File: src/gpe_pkg.sv
// Constants for the three-port GPIO block with edge interrupts
package gpe_pkg;

   // ----------------------------------------------------------------
   // Pin layout
   // ----------------------------------------------------------------
   localparam int PIN_COUNT = 21;
   localparam int PORT1_LSB = 8;
   localparam int PORT2_LSB = 16;
   localparam int PORT2_WIDTH = 5;
   localparam logic [20:0] NO_PULL_MASK = 21'h000300;
   localparam logic [20:0] RESET_PULL_MASK = 21'h040000;
   localparam logic [20:0] AUDIO_PIN_MASK = 21'h00C003;

   // ----------------------------------------------------------------
   // Register byte offsets
   // ----------------------------------------------------------------
   localparam int ADDR_W = 8;
   localparam logic [7:0] OFS_FIRST_PORT = 8'h00;
   localparam logic [7:0] OFS_SECOND_PORT = 8'h04;
   localparam logic [7:0] OFS_THIRD_PORT = 8'h08;
   localparam logic [7:0] OFS_FUNC_SEL = 8'h0C;
   localparam logic [7:0] OFS_DIRECTION = 8'h10;
   localparam logic [7:0] OFS_PULL_DIS = 8'h14;
   localparam logic [7:0] OFS_IRQ_CTRL = 8'h18;
   localparam logic [7:0] OFS_P1_BIT_EN = 8'h1C;
   localparam logic [7:0] OFS_PIN_FLAGS = 8'h20;
   localparam logic [7:0] OFS_CPU_EN = 8'h24;
   localparam logic [7:0] OFS_CPU_FLAGS = 8'h28;
   localparam logic [7:0] OFS_POWER_CTRL = 8'h2C;
   localparam logic [7:0] OFS_BIT_OP = 8'h30;
   localparam logic [7:0] OFS_LATCH = 8'h34;

   // ----------------------------------------------------------------
   // Fields and reset values
   // ----------------------------------------------------------------
   localparam int IRQ_LOW_EN_BIT = 0;
   localparam int IRQ_HIGH_EN_BIT = 1;
   localparam int IRQ_P2_EN_BIT = 2;
   localparam int IRQ_EDGE_LSB = 3;
   localparam int PWR_AUDIO_BIT = 2;
   localparam int PWR_PDSEL_LSB = 3;
   localparam int BIT_OP_VALUE_BIT = 8;
   localparam logic [20:0] FUNC_SEL_RESET = 21'h000000;
   localparam logic [20:0] DIRECTION_RESET = 21'h000000;
   localparam logic [20:0] PULL_DIS_RESET = 21'h000000;
   localparam logic [1:0] MODE_ACTIVE = 2'h0;
   localparam logic [1:0] RESP_OKAY = 2'h0;
   localparam logic [1:0] RESP_SLVERR = 2'h2;

endpackage : gpe_pkg

File: src/gpe_gpio_ports.sv
// Three-port GPIO with pull control, retention, edge flags and AXI4-Lite registers
`timescale 1ns/1ps

// How it works
// - Two eight-bit ports, one five-bit port
// - Per-pin function select, GPIO after reset
// - Audio serial enable claims its pins
// - Direction bit 1 is output, inputs after reset
// - Port read returns pin levels
// - Bit operation modifies latch, not pins
// - Inputs pull up, down or float
// - Pull disable bit leaves input floating
// - Second port bits zero, one unpulled
// - Power modes one to three freeze pins
// - Only third port bit two pulled in reset
// - Only GPIO inputs raise pin events
// - Rising or falling edge selectable
// - One CPU enable per port
// - Second port has per-bit enables
// - First port has nibble enables
// - Third port has one shared enable
// - Edge sets status flag regardless of enable
// - CPU flag needs a relevant enable set
// - Enabled pin events wake from every power mode
// - Port interrupts blocked unless mode zero
module gpe_gpio_ports (
   input wire logic aclk,
   input wire logic aresetn,
   input wire logic [gpe_pkg::ADDR_W-1:0] s_axi_awaddr,
   input wire logic s_axi_awvalid,
   output logic s_axi_awready,
   input wire logic [31:0] s_axi_wdata,
   input wire logic [3:0] s_axi_wstrb,
   input wire logic s_axi_wvalid,
   output logic s_axi_wready,
   output logic [1:0] s_axi_bresp,
   output logic s_axi_bvalid,
   input wire logic s_axi_bready,
   input wire logic [gpe_pkg::ADDR_W-1:0] s_axi_araddr,
   input wire logic s_axi_arvalid,
   output logic s_axi_arready,
   output logic [31:0] s_axi_rdata,
   output logic [1:0] s_axi_rresp,
   output logic s_axi_rvalid,
   input wire logic s_axi_rready,
   input wire logic [gpe_pkg::PIN_COUNT-1:0] pin_in,
   input wire logic [gpe_pkg::PIN_COUNT-1:0] periph_out,
   input wire logic [gpe_pkg::PIN_COUNT-1:0] periph_drive,
   input wire logic [gpe_pkg::PIN_COUNT-1:0] audio_out,
   input wire logic [gpe_pkg::PIN_COUNT-1:0] audio_drive,
   output logic [gpe_pkg::PIN_COUNT-1:0] pin_out,
   output logic [gpe_pkg::PIN_COUNT-1:0] pin_oe_n,
   output logic [gpe_pkg::PIN_COUNT-1:0] pin_pull_up,
   output logic [gpe_pkg::PIN_COUNT-1:0] pin_pull_down,
   output logic [2:0] port_irq,
   output logic wake
);
   import gpe_pkg::*;

   // ----------------------------------------------------------------
   // State
   // ----------------------------------------------------------------
   typedef struct packed {
      logic [20:0] latch;
      logic [20:0] func_sel;
      logic [20:0] direction;
      logic [20:0] pull_dis;
      logic [20:0] flags;
      logic [20:0] sync1;
      logic [20:0] sync2;
      logic [20:0] sync3;
      logic [20:0] pout;
      logic [20:0] poe_n;
      logic [20:0] pup;
      logic [20:0] pdn;
      logic [7:0] p1_bit_en;
      logic [5:0] irq_ctrl;
      logic [2:0] cpu_en;
      logic [2:0] cpu_flags;
      logic [2:0] irq;
      logic [5:0] power_ctrl;
      logic wake;
      logic aw_full;
      logic [7:0] aw_addr;
      logic w_full;
      logic [31:0] w_data;
      logic [3:0] w_strb;
      logic awready;
      logic wready;
      logic bvalid;
      logic [1:0] bresp;
      logic arready;
      logic rvalid;
      logic [31:0] rdata;
      logic [1:0] rresp;
   } gpe_state_type;

   gpe_state_type q;
   gpe_state_type d;

   // ----------------------------------------------------------------
   // Decode helpers
   // ----------------------------------------------------------------
   function automatic logic reg_known(input logic [7:0] a);
      case (a)
         OFS_FIRST_PORT, OFS_SECOND_PORT, OFS_THIRD_PORT, OFS_FUNC_SEL,
         OFS_DIRECTION, OFS_PULL_DIS, OFS_IRQ_CTRL, OFS_P1_BIT_EN,
         OFS_PIN_FLAGS, OFS_CPU_EN, OFS_CPU_FLAGS, OFS_POWER_CTRL,
         OFS_BIT_OP, OFS_LATCH: reg_known = 1'b1;
         default: reg_known = 1'b0;
      endcase
   endfunction : reg_known

   function automatic logic [31:0] byte_mask(input logic [3:0] s);
      logic [31:0] m;
      m = 32'h0000_0000;
      for (int b = 0; b < 4; b++) begin
         m[b*8 +: 8] = {8{s[b]}};
      end
      byte_mask = m;
   endfunction : byte_mask

   function automatic logic [1:0] port_of(input int i);
      port_of = (i < PORT1_LSB) ? 2'h0 : (i < PORT2_LSB) ? 2'h1 : 2'h2;
   endfunction : port_of

   // ----------------------------------------------------------------
   // Pin events
   // ----------------------------------------------------------------
   logic mode_active;
   logic [20:0] audio_claim;
   logic [20:0] gp_input;
   logic [20:0] rise;
   logic [20:0] fall;
   logic [20:0] pin_event;
   logic [20:0] pin_enable;
   logic [20:0] hit;
   logic [2:0] port_hit;

   assign mode_active = (q.power_ctrl[1:0] == MODE_ACTIVE);
   assign audio_claim = q.power_ctrl[PWR_AUDIO_BIT] ? AUDIO_PIN_MASK : 21'h000000;
   assign gp_input = ~q.func_sel & ~q.direction & ~audio_claim;
   assign rise = q.sync2 & ~q.sync3;
   assign fall = ~q.sync2 & q.sync3;

   genvar g;
   generate
      for (g = 0; g < PIN_COUNT; g++) begin : g_pin
         localparam logic [1:0] PORT = port_of(g);
         // Edge choice per port, rising when clear
         assign pin_event[g] = (q.irq_ctrl[IRQ_EDGE_LSB + PORT] ? fall[g] : rise[g])
                               & gp_input[g];
         if (g < 4) begin : g_low
            assign pin_enable[g] = q.irq_ctrl[IRQ_LOW_EN_BIT];
         end else if (g < PORT1_LSB) begin : g_high
            assign pin_enable[g] = q.irq_ctrl[IRQ_HIGH_EN_BIT];
         end else if (g < PORT2_LSB) begin : g_p1
            assign pin_enable[g] = q.p1_bit_en[g - PORT1_LSB];
         end else begin : g_p2
            assign pin_enable[g] = q.irq_ctrl[IRQ_P2_EN_BIT];
         end
      end
   endgenerate

   assign hit = pin_event & pin_enable;
   assign port_hit = {|hit[20:16], |hit[15:8], |hit[7:0]};

   // ----------------------------------------------------------------
   // Next state
   // ----------------------------------------------------------------
   always_comb begin
      logic [31:0] be;
      logic [31:0] wm;
      logic [20:0] flag_clr;
      logic [2:0] cpu_clr;
      logic drive;
      logic value;
      logic pull_on;
      logic [4:0] bit_idx;
      be = byte_mask(q.w_strb);
      wm = 32'h0000_0000;
      flag_clr = 21'h000000;
      cpu_clr = 3'h0;
      drive = 1'b0;
      value = 1'b0;
      pull_on = 1'b0;
      bit_idx = q.w_data[4:0];
      d = q;
      // Synchroniser, first stage read only by the second
      d.sync1 = pin_in;
      d.sync2 = q.sync1;
      d.sync3 = q.sync2;
      // Write channel
      if (s_axi_awvalid && q.awready) begin
         d.aw_full = 1'b1;
         d.aw_addr = s_axi_awaddr;
      end
      if (s_axi_wvalid && q.wready) begin
         d.w_full = 1'b1;
         d.w_data = s_axi_wdata;
         d.w_strb = s_axi_wstrb;
      end
      if (q.aw_full && q.w_full && !q.bvalid) begin
         d.aw_full = 1'b0;
         d.w_full = 1'b0;
         d.bvalid = 1'b1;
         d.bresp = reg_known(q.aw_addr) ? RESP_OKAY : RESP_SLVERR;
         case (q.aw_addr)
            OFS_FIRST_PORT: begin
               wm = ({11'h000, q.latch} & ~be) | (q.w_data & be);
               d.latch[7:0] = wm[7:0];
            end
            OFS_SECOND_PORT: begin
               wm = ({11'h000, q.latch} & ~be) | ((q.w_data << PORT1_LSB) & be);
               d.latch[15:8] = q.w_strb[0] ? q.w_data[7:0] : q.latch[15:8];
            end
            OFS_THIRD_PORT: begin
               if (q.w_strb[0]) begin
                  d.latch[20:16] = q.w_data[PORT2_WIDTH-1:0];
               end
            end
            OFS_FUNC_SEL: begin
               wm = ({11'h000, q.func_sel} & ~be) | (q.w_data & be);
               d.func_sel = wm[20:0];
            end
            OFS_DIRECTION: begin
               wm = ({11'h000, q.direction} & ~be) | (q.w_data & be);
               d.direction = wm[20:0];
            end
            OFS_PULL_DIS: begin
               wm = ({11'h000, q.pull_dis} & ~be) | (q.w_data & be);
               d.pull_dis = wm[20:0];
            end
            OFS_IRQ_CTRL: begin
               if (q.w_strb[0]) begin
                  d.irq_ctrl = q.w_data[5:0];
               end
            end
            OFS_P1_BIT_EN: begin
               if (q.w_strb[0]) begin
                  d.p1_bit_en = q.w_data[7:0];
               end
            end
            OFS_PIN_FLAGS: begin
               flag_clr = q.w_data[20:0] & be[20:0];
            end
            OFS_CPU_EN: begin
               if (q.w_strb[0]) begin
                  d.cpu_en = q.w_data[2:0];
               end
            end
            OFS_CPU_FLAGS: begin
               cpu_clr = q.w_data[2:0] & be[2:0];
            end
            OFS_POWER_CTRL: begin
               if (q.w_strb[0]) begin
                  d.power_ctrl = q.w_data[5:0];
               end
            end
            OFS_BIT_OP: begin
               // Read-modify-write of one bit works on the latch
               if (q.w_strb[0] && bit_idx < 5'(PIN_COUNT)) begin
                  d.latch[bit_idx] = q.w_data[BIT_OP_VALUE_BIT];
               end
            end
            default: begin
               wm = 32'h0000_0000;
            end
         endcase
      end
      if (q.bvalid && s_axi_bready) begin
         d.bvalid = 1'b0;
      end
      d.awready = !d.aw_full && !d.bvalid;
      d.wready = !d.w_full && !d.bvalid;
      // Read channel
      if (s_axi_arvalid && q.arready) begin
         d.rvalid = 1'b1;
         d.rresp = reg_known(s_axi_araddr) ? RESP_OKAY : RESP_SLVERR;
         case (s_axi_araddr)
            OFS_FIRST_PORT: d.rdata = {24'h000000, q.sync2[7:0]};
            OFS_SECOND_PORT: d.rdata = {24'h000000, q.sync2[15:8]};
            OFS_THIRD_PORT: d.rdata = {27'h0000000, q.sync2[20:16]};
            OFS_FUNC_SEL: d.rdata = {11'h000, q.func_sel};
            OFS_DIRECTION: d.rdata = {11'h000, q.direction};
            OFS_PULL_DIS: d.rdata = {11'h000, q.pull_dis};
            OFS_IRQ_CTRL: d.rdata = {26'h0000000, q.irq_ctrl};
            OFS_P1_BIT_EN: d.rdata = {24'h000000, q.p1_bit_en};
            OFS_PIN_FLAGS: d.rdata = {11'h000, q.flags};
            OFS_CPU_EN: d.rdata = {29'h00000000, q.cpu_en};
            OFS_CPU_FLAGS: d.rdata = {29'h00000000, q.cpu_flags};
            OFS_POWER_CTRL: d.rdata = {26'h0000000, q.power_ctrl};
            OFS_LATCH: d.rdata = {11'h000, q.latch};
            default: d.rdata = 32'h0000_0000;
         endcase
      end
      if (q.rvalid && s_axi_rready) begin
         d.rvalid = 1'b0;
      end
      d.arready = !d.rvalid;
      // Flags: a new edge beats a clear in the same cycle
      d.flags = (q.flags & ~flag_clr) | pin_event;
      d.cpu_flags = (q.cpu_flags & ~cpu_clr) | (mode_active ? port_hit : 3'h0);
      d.irq = q.cpu_flags & q.cpu_en;
      d.wake = |port_hit;
      // Enabled event in a low-power mode returns to active
      if (|port_hit && !mode_active) begin
         d.power_ctrl[1:0] = MODE_ACTIVE;
      end
      // Pad control, frozen while in a low-power mode
      for (int i = 0; i < PIN_COUNT; i++) begin
         if (audio_claim[i]) begin
            drive = audio_drive[i];
            value = audio_out[i];
         end else if (q.func_sel[i]) begin
            drive = periph_drive[i];
            value = periph_out[i];
         end else begin
            drive = q.direction[i];
            value = q.latch[i];
         end
         pull_on = !drive && !q.pull_dis[i] && !NO_PULL_MASK[i];
         if (mode_active) begin
            d.pout[i] = value;
            d.poe_n[i] = !drive;
            d.pup[i] = pull_on && !q.power_ctrl[PWR_PDSEL_LSB + port_of(i)];
            d.pdn[i] = pull_on && q.power_ctrl[PWR_PDSEL_LSB + port_of(i)];
         end
      end
      if (!aresetn) begin
         d = '0;
         d.func_sel = FUNC_SEL_RESET;
         d.direction = DIRECTION_RESET;
         d.pull_dis = PULL_DIS_RESET;
         d.poe_n = '1;
         d.pup = RESET_PULL_MASK;
      end
   end

   always_ff @(posedge aclk) begin
      q <= d;
   end

   // ----------------------------------------------------------------
   // Outputs
   // ----------------------------------------------------------------
   assign s_axi_awready = q.awready;
   assign s_axi_wready = q.wready;
   assign s_axi_bvalid = q.bvalid;
   assign s_axi_bresp = q.bresp;
   assign s_axi_arready = q.arready;
   assign s_axi_rvalid = q.rvalid;
   assign s_axi_rdata = q.rdata;
   assign s_axi_rresp = q.rresp;
   assign pin_out = q.pout;
   assign pin_oe_n = q.poe_n;
   assign pin_pull_up = q.pup;
   assign pin_pull_down = q.pdn;
   assign port_irq = q.irq;
   assign wake = q.wake;
endmodule : gpe_gpio_ports

File: config.mk
export PLATFORM = sky130hd
export DESIGN_NAME = gpe_gpio_ports
export DESIGN_NICKNAME = d
export VERILOG_FILES = /design/src/gpe_pkg.sv /design/src/gpe_gpio_ports.sv
export SDC_FILE = /design/constraint.sdc
export NUM_CORES = 1
export LEC_CHECK = 0
export BUFFER_PORTS_ARGS = -buffer_cell sky130_fd_sc_hd__buf_2
export CAP_MARGIN = 20
export CORE_ASPECT_RATIO = 1.1
export CORE_UTILIZATION = 35
export CTS_CLUSTER_SIZE = 24
export DETAILED_ROUTE_END_ITERATION = 6
export SLEW_MARGIN = 10
export SYNTH_ARGS = -nofsm -noshare
export SYNTH_HDL_FRONTEND = slang
export SYNTH_SLANG_ARGS = --single-unit
export TNS_END_PERCENT = 20
File: constraint.sdc
create_clock -name aclk -period 3.98 [get_ports aclk]
set_clock_uncertainty 0.05 [all_clocks]
set_input_delay 0.597 -clock aclk [delete_from_list [all_inputs] [get_ports aclk]]
set_output_delay 0.597 -clock aclk [all_outputs]
set_load 0.05 [all_outputs]
**After elaboration in Yosys (flattened, before gate mapping)**

Memory sizes are Yosys's and may differ from the RTL's. A register that Yosys moved wholly into a read port is not among the register bits.
Cells that the tools add are included.

- Register bits after elaboration: 365
- Input port bits: 164
- Word-level logic and storage cells: 396
- Memories kept: 2
- Output and inout port bits: 129
- Bits in read-only memories: 128

Memory list:

| name | words | bits a word | read ports | clocked after memory_dff | write ports | RTL line | text |
|---|---|---|---|---|---|---|---|
| (name not given) | 64 | 1 | 1 | 1 | 0 | gpe_gpio_ports.sv:105 | `case (a)` |
| (name not given) | 64 | 1 | 1 | 0 | 0 | gpe_gpio_ports.sv:105 |  |

- Bitwise logic cells: 51
- Reductions and logical operators: 141
- Order comparisons: 3
- Multiplexer cells: 137
- Equal/unequal tests: 27

Operators with widths:

| cell | count |
|---|---|
| $pmux W21 S13 | 1 |
| $and A21 B21 Y21 | 11 |
| $not A21 Y21 | 6 |
| $mux W1 | 114 |
| $or A21 B21 Y21 | 4 |
| $eq A8 B6 Y1 const B | 10 |
| $logic_and A1 B1 Y1 | 69 |
| $eq A8 B5 Y1 const B | 8 |
| $mux W21 | 3 |
| $logic_not A1 Y1 | 49 |
| $mux W37 | 1 |
| $mux W35 | 1 |
| $eq A8 B4 Y1 const B | 4 |
| $pmux W8 S2 | 2 |
| $and A1 B1 Y1 | 21 |
| $bwmux W21 | 1 |
| $not A16 Y21 | 1 |
| $reduce_or A21 Y1 | 1 |
| $eq A8 B3 Y1 const B | 2 |
| $logic_not A8 Y1 | 2 |
| $mux W16 | 1 |
| $reduce_or A8 Y1 | 2 |
| $reduce_and A3 Y1 | 5 |
| $mux W3 | 4 |
| 23 further kinds | 36 |

**Logic depth before layout (Yosys ltp)**

Gate-level depths: netlist (run 1).

- Depth in word-level cells: 8
- Gate-level depth with buffers: 8
- Mapped depth without buffers: 6

**Least setup slack after synthesis (run 1)**

OpenSTA, ideal clock, no wires.

- Kind: input-to-reg
- Start point: input s_axi_araddr[2] (netlist name)
- End point: register q, in the netlist s_axi_rdata[1]
- Stages on the path: 7
- Arrival time: 1936 ps
- Library setup time: 70 ps
- Setup slack: 1924 ps
- Cells stage by stage: buf_2 > or4b_1 > clkbuf_1 > o22ai_1 > nand2_1 > a31o_2 > a21oi_1

- Cells in the longest elaborated chain, start to end: 2
- Elaborated cells between the ends (all ways): 14
- Classes of those cells: eq/ne (12); mux (1); reduce/logical (1)

Ends and longest elaborated chain:

| what | RTL line | text |
|---|---|---|
| start: declaration | gpe_gpio_ports.sv:39 | `input wire logic [gpe_pkg::ADDR_W-1:0] s_axi_araddr,` |
| $eq A8 B6 Y1 (tied with other cells) | gpe_gpio_ports.sv:280 | `case (s_axi_araddr)` |
| $pmux W21 S13 * | gpe_gpio_ports.sv:280 |  |
| end signal: assignment | gpe_gpio_ports.sv:341 | `q <= d;` |
| end: declaration | gpe_gpio_ports.sv:98 | `gpe_state_type q;` |

Every way passes the cells marked *; elsewhere a longest branch is shown, timed or not.
A chain may end at the register's enable or synchronous reset.

**Final worst setup path (run 1)**

- Start point: register q[236] (netlist name)
- End point: register q[88] (netlist name)

- Cells in the longest elaborated chain, start to end: 8
- Elaborated cells between the ends (all ways): 9
- Classes of those cells: mux (1); bitwise (5); reduce/logical (3)

Ends and longest elaborated chain:

| what | RTL line | text |
|---|---|---|
| $not A21 Y21 | gpe_gpio_ports.sv:144 | `assign fall = ~q.sync2 & q.sync3;` |
| $and A21 B21 Y21 | gpe_gpio_ports.sv:144 |  |
| $mux W1 * | gpe_gpio_ports.sv:151 | `assign pin_event[g] = (q.irq_ctrl[IRQ_EDGE_LSB + PORT] ? fall[g] : rise[g])` |
| $and A1 B1 Y1 * | gpe_gpio_ports.sv:152 | `& gp_input[g];` |
| $and A21 B21 Y21 * | gpe_gpio_ports.sv:165 | `assign hit = pin_event & pin_enable;` |
| $reduce_or A21 Y1 * | gpe_gpio_ports.sv:307 | `if (\|port_hit && !mode_active) begin` |
| $logic_and A1 B1 Y1 * | gpe_gpio_ports.sv:307 |  |
| $reduce_or A2 Y1 (no line) * | n/a |  |

Marks and branches as above.

==> insert_results.sql, run 1 <==
INSERT INTO impl_metrics (metric_group, metric, value, unit) VALUES
('yosys', 'post_synth_and_or_nand_nor_area_fraction', '0.225', ''),
('worst_setup_path', 'worst_path_cell_with_the_longest_stage_delay', 'sky130_fd_sc_hd__nor4_2', ''),
('yosys', 'synth_top_cell_area_share', '0.442', ''),
('global_routing', 'grt_pass1_wl', '81.0', 'mm'),
('worst_setup_path', 'worstSetupEndpointType', 'register', ''),
('sta', 'layout_min_cycle_time', '2.66', 'ns'),
('clock_network', 'cts_tree', 'yes', ''),
('worst_setup_path', 'timing.critical_path.slowest_cell_delay', '0.76', 'ns'),
('yosys', 'synth_edf_count', '0', ''),
('die', 'core_area', '43400', 'sq um'),
('worst_setup_path', 'worst-setup-path-type', 'register to register', ''),
('finish', 'final_cell_area', '17500', 'sq um'),
('worst_hold_path', 'worst_hold_path_type', 'primary input to register', ''),
('worst_hold_path', 'hold_path_depth', '2', ''),
('drt', 'first_pass_iters', '7', ''),
('pwr', 'p_per_area', '434', 'nW/um^2'),
('pwr', 'leakage', '6.60', 'nW'),
('worst_setup_path', 'timing.critical_path.mode_cell', 'sky130_fd_sc_hd__o22ai_1', ''),
('sta', 'final_max_slew_viol_count', '0', ''),
('finish', 'drive_gt1_frac', '0.188', ''),
('drt', 'wl_per_cell', '21.8', 'um'),
('sta', 'maxSlewHeadroom', '0.291', ''),
('yosys', 'yosysWarnings', '0', ''),
('clock_network', 'clock_tree.htree_level_count', '2', ''),
('finish', 'antennaDiodeCount', '0', ''),
('sta', 'layout_worst_path_cycle_share', '0.668', ''),
('worst_setup_path', 'reg2reg_depth', '6', ''),
('finish', 'layoutNonFillerInstCount', '2509', ''),
('drt', 'drt_drc_violations_left', '0', ''),
('drt', 'post_drt_via_cell_ratio', '5.40', ''),
('yosys', 'synthXorXnorAreaFrac', '0', ''),
('worst_setup_path', 'arrival', '3.07', 'ns'),
('sta', 'postLayoutSetupSlackWorst', '1.32', 'ns'),
('yosys', 'synth_area_leaders', 'sky130_fd_sc_hd__dfxtp_1 (44%), sky130_fd_sc_hd__nand2_1 (6.5%), sky130_fd_sc_hd__buf_4 (6.0%)', ''),
('finish', 'postLayoutCoreUtil', '0.402', ''),
('sta', 'hold_viol', '0', ''),
('worst_setup_path', 'critical_path.cell_chain', 'and3b_1, o21ai_0, o22ai_1, nor4_2, a31oi_1, o22ai_1', ''),
('global_routing', 'grt_use_total', '0.239', ''),
('global_routing', 'maximum_number_of_pins_on_one_net_before_global_route_repair', '91', ''),
('placed_design', 'dp_hpwl', '40.6', 'mm'),
('pwr', 'total_power', '7.59', 'mW'),
('yosys', 'syn-mean-instance-area', '8.37', 'sq um'),
('clock_network', 'clock_sink_count', '341', ''),
('yosys', 'ys_async_sr_fraction', '0', ''),
('die', 'die_x', '202', 'um'),
('yosys', 'synth_top_family_by_area', 'simple AND/OR/NAND/NOR gates', ''),
('finish', 'area.growth.synth_to_final', '13.1', '%'),
('placed_design', 'placed_area', '16200', 'sq um'),
('clock_network', 'clk_path_buf_depth', '3', ''),
('sta', 'slew_at_the_pin_with_the_worst_max_slew_slack', '1.06', 'ns'),
('yosys', 'synth.ff_latch_count', '341', ''),
('worst_setup_path', 'critical_path_required_time', '4.40', 'ns'),
('die', 'die_outline_area', '45000', 'sq um'),
('placed_design', 'place_congestion', '0.924', ''),
('yosys', 'mappedNetlistArea', '15500', 'sq um'),
('drt', 'totalWireLength', '54.8', 'mm'),
('sta', 'hold_slack', '0.197', 'ns'),
('die', 'core.rowCount', '80', ''),
('drt', 'detailroute.via_count', '13555', ''),
('yosys', 'synth-adder-area-share', '0', ''),
('worst_setup_path', 'worstSetupStartpointType', 'register', ''),
('yosys', 'yosys-top-cells-count', 'sky130_fd_sc_hd__dfxtp_1 (341), sky130_fd_sc_hd__nand2_1 (268), sky130_fd_sc_hd__nor2_1 (185)', ''),
('clock_network', 'numCtsBuffers', '38', ''),
('placed_design', 'dpl_worst_slack', '1.20', 'ns'),
('global_routing', 'antenna_found_initial', '1', ''),
('die', 'floorplan.initialDensity', '0.356', ''),
('yosys', 'synth_seq_area_share', '0.442', ''),
('outcome', 'outcome', 'finished clean', ''),
('die', 'floorplan.io_pins', '293', ''),
('sta', 'grt_setup_unrepaired', 'false', ''),
('clock_network', 'insertion_delay', '0.56', 'ns');
==> cells by family after synthesis <==
logic type / after synthesis
muxes: 96
other: 1
and+or+nand+nor: 717
AOI/OAI and AO/OA: 439
DFF: 341
buffers and inverters: 254
==> where the power goes <==
part           switching, mW  total [mW]  internal, mW
clock network           1.43        3.57          2.14
logic                  0.313       0.450         0.138
registers             0.0858        3.57          3.48
==> final cells by class <==
class	count	area, sq um
tap	574	718
sequential	341	6830
clock inverter	9	143
fill	4491	26000
clock buffer	55	1120
timing repair buffer	255	1370
multi-input combinational	1269	7280
inverter	6	27.5
==> path summary, 6_finish.rpt <==
kind,slack [ns],to,startpoint
max,1.32,q[88],q[236]
min,0.20,q[246],pin_in[3]
min reg2reg,0.38,s_axi_bresp[1],register
max reg2reg,1.32,q[88],q[236]
==> critical path, delay by kind of cell (launching register included) <==
family          cells  cell delay (ns)
simple gates        2             0.96
flops               1             0.43
compound gates      4             1.12
==> layout by cell type, fill, tap and decap left out, types with 10 or more instances in the layout <==
cell                        netlist  layout
sky130_fd_sc_hd__a211oi_1        24      23
sky130_fd_sc_hd__a21oi_1        161     161
sky130_fd_sc_hd__a22oi_1         77      77
sky130_fd_sc_hd__a31oi_1         10      10
sky130_fd_sc_hd__and2_1          76      76
sky130_fd_sc_hd__and3b_1         21      21
sky130_fd_sc_hd__buf_2           20     229
sky130_fd_sc_hd__buf_4          124      24
sky130_fd_sc_hd__clkbuf_16        0      39
sky130_fd_sc_hd__conb_1           1      17
sky130_fd_sc_hd__dfxtp_1        341     341
sky130_fd_sc_hd__mux2_2          20      20
sky130_fd_sc_hd__mux2i_1         73      73
sky130_fd_sc_hd__nand2_1        268     268
sky130_fd_sc_hd__nand3_1         57      57
sky130_fd_sc_hd__nand4_1         10      10
sky130_fd_sc_hd__nor2_1         185     184
sky130_fd_sc_hd__nor3_1          18      18
sky130_fd_sc_hd__nor3b_1         26      26
sky130_fd_sc_hd__o211ai_1        24      24
sky130_fd_sc_hd__o21ai_0         82      82
sky130_fd_sc_hd__o21ai_1         15      15
==> routing by layer <==
metal / track usage / share of wire
met4: 0.110 / 0.047
met2: 0.404 / 0.48
met1: 0.295 / 0.41
met3: 0.0390 / 0.056
met5: 0 / 0.00015
No activity file was read; power rests on OpenSTA's default activity.
==> run 2, diff against run 1 <==
==> constraint.sdc (replaced) <==
create_clock -name aclk -period 2.64 [get_ports aclk]
set_clock_uncertainty 0.05 [all_clocks]
set_input_delay 0.396 -clock aclk [delete_from_list [all_inputs] [get_ports aclk]]
set_output_delay 0.396 -clock aclk [all_outputs]
set_load 0.05 [all_outputs]
==> insert_results.sql, run 2 (synthesized netlist as in run 1, its figures left out) <==
INSERT INTO impl_metrics (metric_group, metric, value, unit) VALUES
('outcome', 'outcome', 'finished clean', ''),
('finish', 'n_fill_cell', '4444', ''),
('global_routing', 'maximum_number_of_pins_on_one_net_before_global_route_repair', '96', ''),
('drt', 'antenna_violating_nets_left', '0', ''),
('drt', 'post_drt_via_cell_ratio', '5.32', ''),
('placed_design', 'port_buffers', '229', ''),
('drt', 'detailroute.via_count', '13703', ''),
('clock_network', 'postcts_resize_cnt', '0', ''),
('drt', 'wl_per_cell', '21.5', 'um'),
('worst_setup_path', 'worstSetupStartpointType', 'register', ''),
('global_routing', 'antenna_found_initial', '0', ''),
('finish', 'drive_gt1_frac', '0.204', ''),
('worst_setup_path', 'maximum_net_fanout_on_the_critical_path', '8', ''),
('die', 'die_outline_area', '45000', 'sq um'),
('clock_network', 'clock_tree.htree_level_count', '2', ''),
('pwr', 'share_seq_of_total_power', '0.459', ''),
('worst_hold_path', 'hold_path_depth', '3', ''),
('global_routing', 'grt_pass1_wl', '82.2', 'mm'),
('flow_run', 'maxCapViolations', '0', ''),
('sta', 'setup_viol', '0', ''),
('drt', 'first_pass_iters', '5', ''),
('clock_network', 'cts_tree', 'yes', ''),
('global_routing', 'via_count_of_the_first_global_routing_pass', '13164', ''),
('placed_design', 'place_congestion', '0.918', ''),
('clock_network', 'insertion_delay', '0.57', 'ns'),
('worst_setup_path', 'worstSetupEndpointType', 'register', ''),
('clock_network', 'clk_path_buf_depth', '3', ''),
('sta', 'postLayoutSetupSlackWorst', '0.406', 'ns'),
('clock_network', 'clock_sink_count', '341', ''),
('sta', 'hold_viol', '0', ''),
('pwr', 'leakage', '6.95', 'nW'),
('die', 'floorplan.io_pins', '293', ''),
('clock_network', 'cts.reportedPaths.clkPinSlew', '0.06', 'ns'),
('global_routing', 'global_route.overflow_total', '0', ''),
('placed_design', 'dpl_worst_slack', '0.345', 'ns'),
('sta', 'totalNegativeSetupSlack', '0', 'ns'),
('worst_setup_path', 'reg2reg_depth', '5', ''),
('sta', 'maxSlewHeadroom', '0.348', ''),
('pwr', 'internal', '8.87', 'mW'),
('die', 'core_area', '43400', 'sq um'),
('worst_hold_path', 'hold_path_end', 'q[49]', ''),
('sta', 'grt_setup_unrepaired', 'false', ''),
('placed_design', 'dp_hpwl', '41.8', 'mm'),
('die', 'floorplan.initialDensity', '0.356', ''),
('die', 'die_h', '222', 'um'),
('die', 'core.rowCount', '80', ''),
('sta', 'layout_worst_path_cycle_share', '0.846', ''),
('drt', 'detailedRoute.firstIterationViolations', '1158', ''),
('sta', 'fmax', '448', 'MHz'),
('pwr', 'switchingPower', '2.79', 'mW'),
('finish', 'area.growth.synth_to_final', '17.3', '%'),
('finish', 'layout.cells.most_common', 'sky130_fd_sc_hd__dfxtp_1', ''),
('finish', 'most-common-layout-cells', 'sky130_fd_sc_hd__dfxtp_1 (341), sky130_fd_sc_hd__nand2_1 (268), sky130_fd_sc_hd__buf_2 (229)', ''),
('sta', 'layout_min_cycle_time', '2.23', 'ns'),
('finish', 'postLayoutCoreUtil', '0.417', ''),
('finish', 'fin_nets', '2141', ''),
('worst_hold_path', 'min_from', 's_axi_wdata[4]', ''),
('clock_network', 'clock_root_buffer_master', 'sky130_fd_sc_hd__clkbuf_16', ''),
('pwr', 'p_per_area', '643', 'nW/um^2'),
('finish', 'layoutNonFillerInstCount', '2577', ''),
('pwr', 'irDropWorstVdd', '0.348', 'mV'),
('worst_setup_path', 'worst_r2r_startpoint', 'q[80]', ''),
('drt', 'totalWireLength', '55.5', 'mm'),
('sta', 'final_max_slew_viol_count', '0', ''),
('pwr', 'power.share.switching', '0.239', ''),
('global_routing', 'grt_use_total', '0.243', ''),
('drt', 'drt_drc_violations_left', '0', ''),
('finish', 'antennaDiodeCount', '0', ''),
('worst_setup_path', 'timing.reg2reg.setup_slack', '0.41', 'ns'),
('placed_design', 'dp_cells', '2489', ''),
('clock_network', 'numCtsBuffers', '37', ''),
('worst_setup_path', 'critical_path_required_time', '3.08', 'ns'),
('worst_setup_path', 'worst-setup-path-type', 'register to register', ''),
('worst_setup_path', 'arrival', '2.67', 'ns'),
('clock_network', 'post-cts-setup-buffer-count', '0', ''),
('pwr', 'power_frac_comb', '0.066', ''),
('sta', 'slew_at_the_pin_with_the_worst_max_slew_slack', '0.978', 'ns'),
('pwr', 'power.clock.fraction', '0.475', ''),
('die', 'die_x', '202', 'um'),
('worst_hold_path', 'worst_hold_path_type', 'primary input to register', '');
==> run 2: cell types whose count changed in the layout (fill, tap and decap cells not counted), moves of 2 or more <==
cell                            previous run  this run
sky130_fd_sc_hd__buf_4                    24        63
sky130_fd_sc_hd__dlygate4sd3_1             0        23
sky130_fd_sc_hd__buf_12                    2         7
sky130_fd_sc_hd__bufinv_16                 3         5
sky130_fd_sc_hd__clkbuf_16                39        37
sky130_fd_sc_hd__clkbuf_8                  8        10
sky130_fd_sc_hd__clkinv_2                  4         2
==> run 2: what timing repair did <==
action	in CTS	in global routing
setup endpoints to repair	0	0
hold buffers	23	0
hold endpoints to repair	23	0
==> run 2: worst max-delay path, cell delays in order, from the launching register on <==
cell and delay, ns:
sky130_fd_sc_hd__dfxtp_1 0.46, sky130_fd_sc_hd__or4b_1 0.55, sky130_fd_sc_hd__nor2_2 0.41, sky130_fd_sc_hd__and2_1 0.42
sky130_fd_sc_hd__nand2_1 0.11, sky130_fd_sc_hd__a21oi_1 0.15
==> run 2: final cells by class <==
type	count	area (sq um)	area share
Multi-Input combinational cell	1269	7270	0.401
Sequential cell	341	6830	0.376
Timing Repair Buffer	322	1990	0.110
Clock buffer	54	1090	0.0601
Tap cell	574	718	0.0396
Clock inverter	11	209	0.0115
Inverter	6	27.5	0.00152
==> run 2: metal layers <==
layer,part of all wire,GRT usage
met5,0,0
met4,0.063,0.137
met3,0.060,0.0424
met2,0.47,0.402
met1,0.41,0.296
==> run 2: power groups by stage <==
stage / Combinational [mW] / Sequential, mW / Clock, mW
6_report: 0.764 / 5.36 / 5.54
5_1_grt: 0.821 / 5.36 / 5.89
4_1_cts: 0.766 / 5.35 / 5.65
3_5_place_dp: 0.739 / 5.47 / 0
3_3_place_gp: 0.732 / 5.47 / 0
2_1_floorplan: 0.484 / 5.44 / 0
==> run 2: stage by stage <==
step	power (mW)	hold slack [ns]	instance area, sq um
2_1_floorplan	5.92	0.351	15500
3_3_place_gp	6.20	0.359	16600
3_5_place_dp	6.21	0.361	16600
4_1_cts	11.8	0.00303	18100
5_1_grt	12.1	0.00895	18100
6_report	11.7	0.0134	18100
==> run 2: worst max-delay path by stage <==
| stage | start | to | slack (ns) | depth (start not counted) |
|---|---|---|---|---|
| final | q[80] | register | 0.41 | 5 |
| after global routing | q[106] | q[89] | 0.26 | 6 |
| after CTS | q[106] | q[88] | 0.43 | 6 |
| after detailed placement | s_axi_araddr[4] | s_axi_rdata[3] | 0.34 | 8 |
| after global placement | s_axi_araddr[4] | s_axi_rdata[12] | 0.36 | 8 |
| after floorplan | s_axi_bvalid | register | 0.63 | 6 |
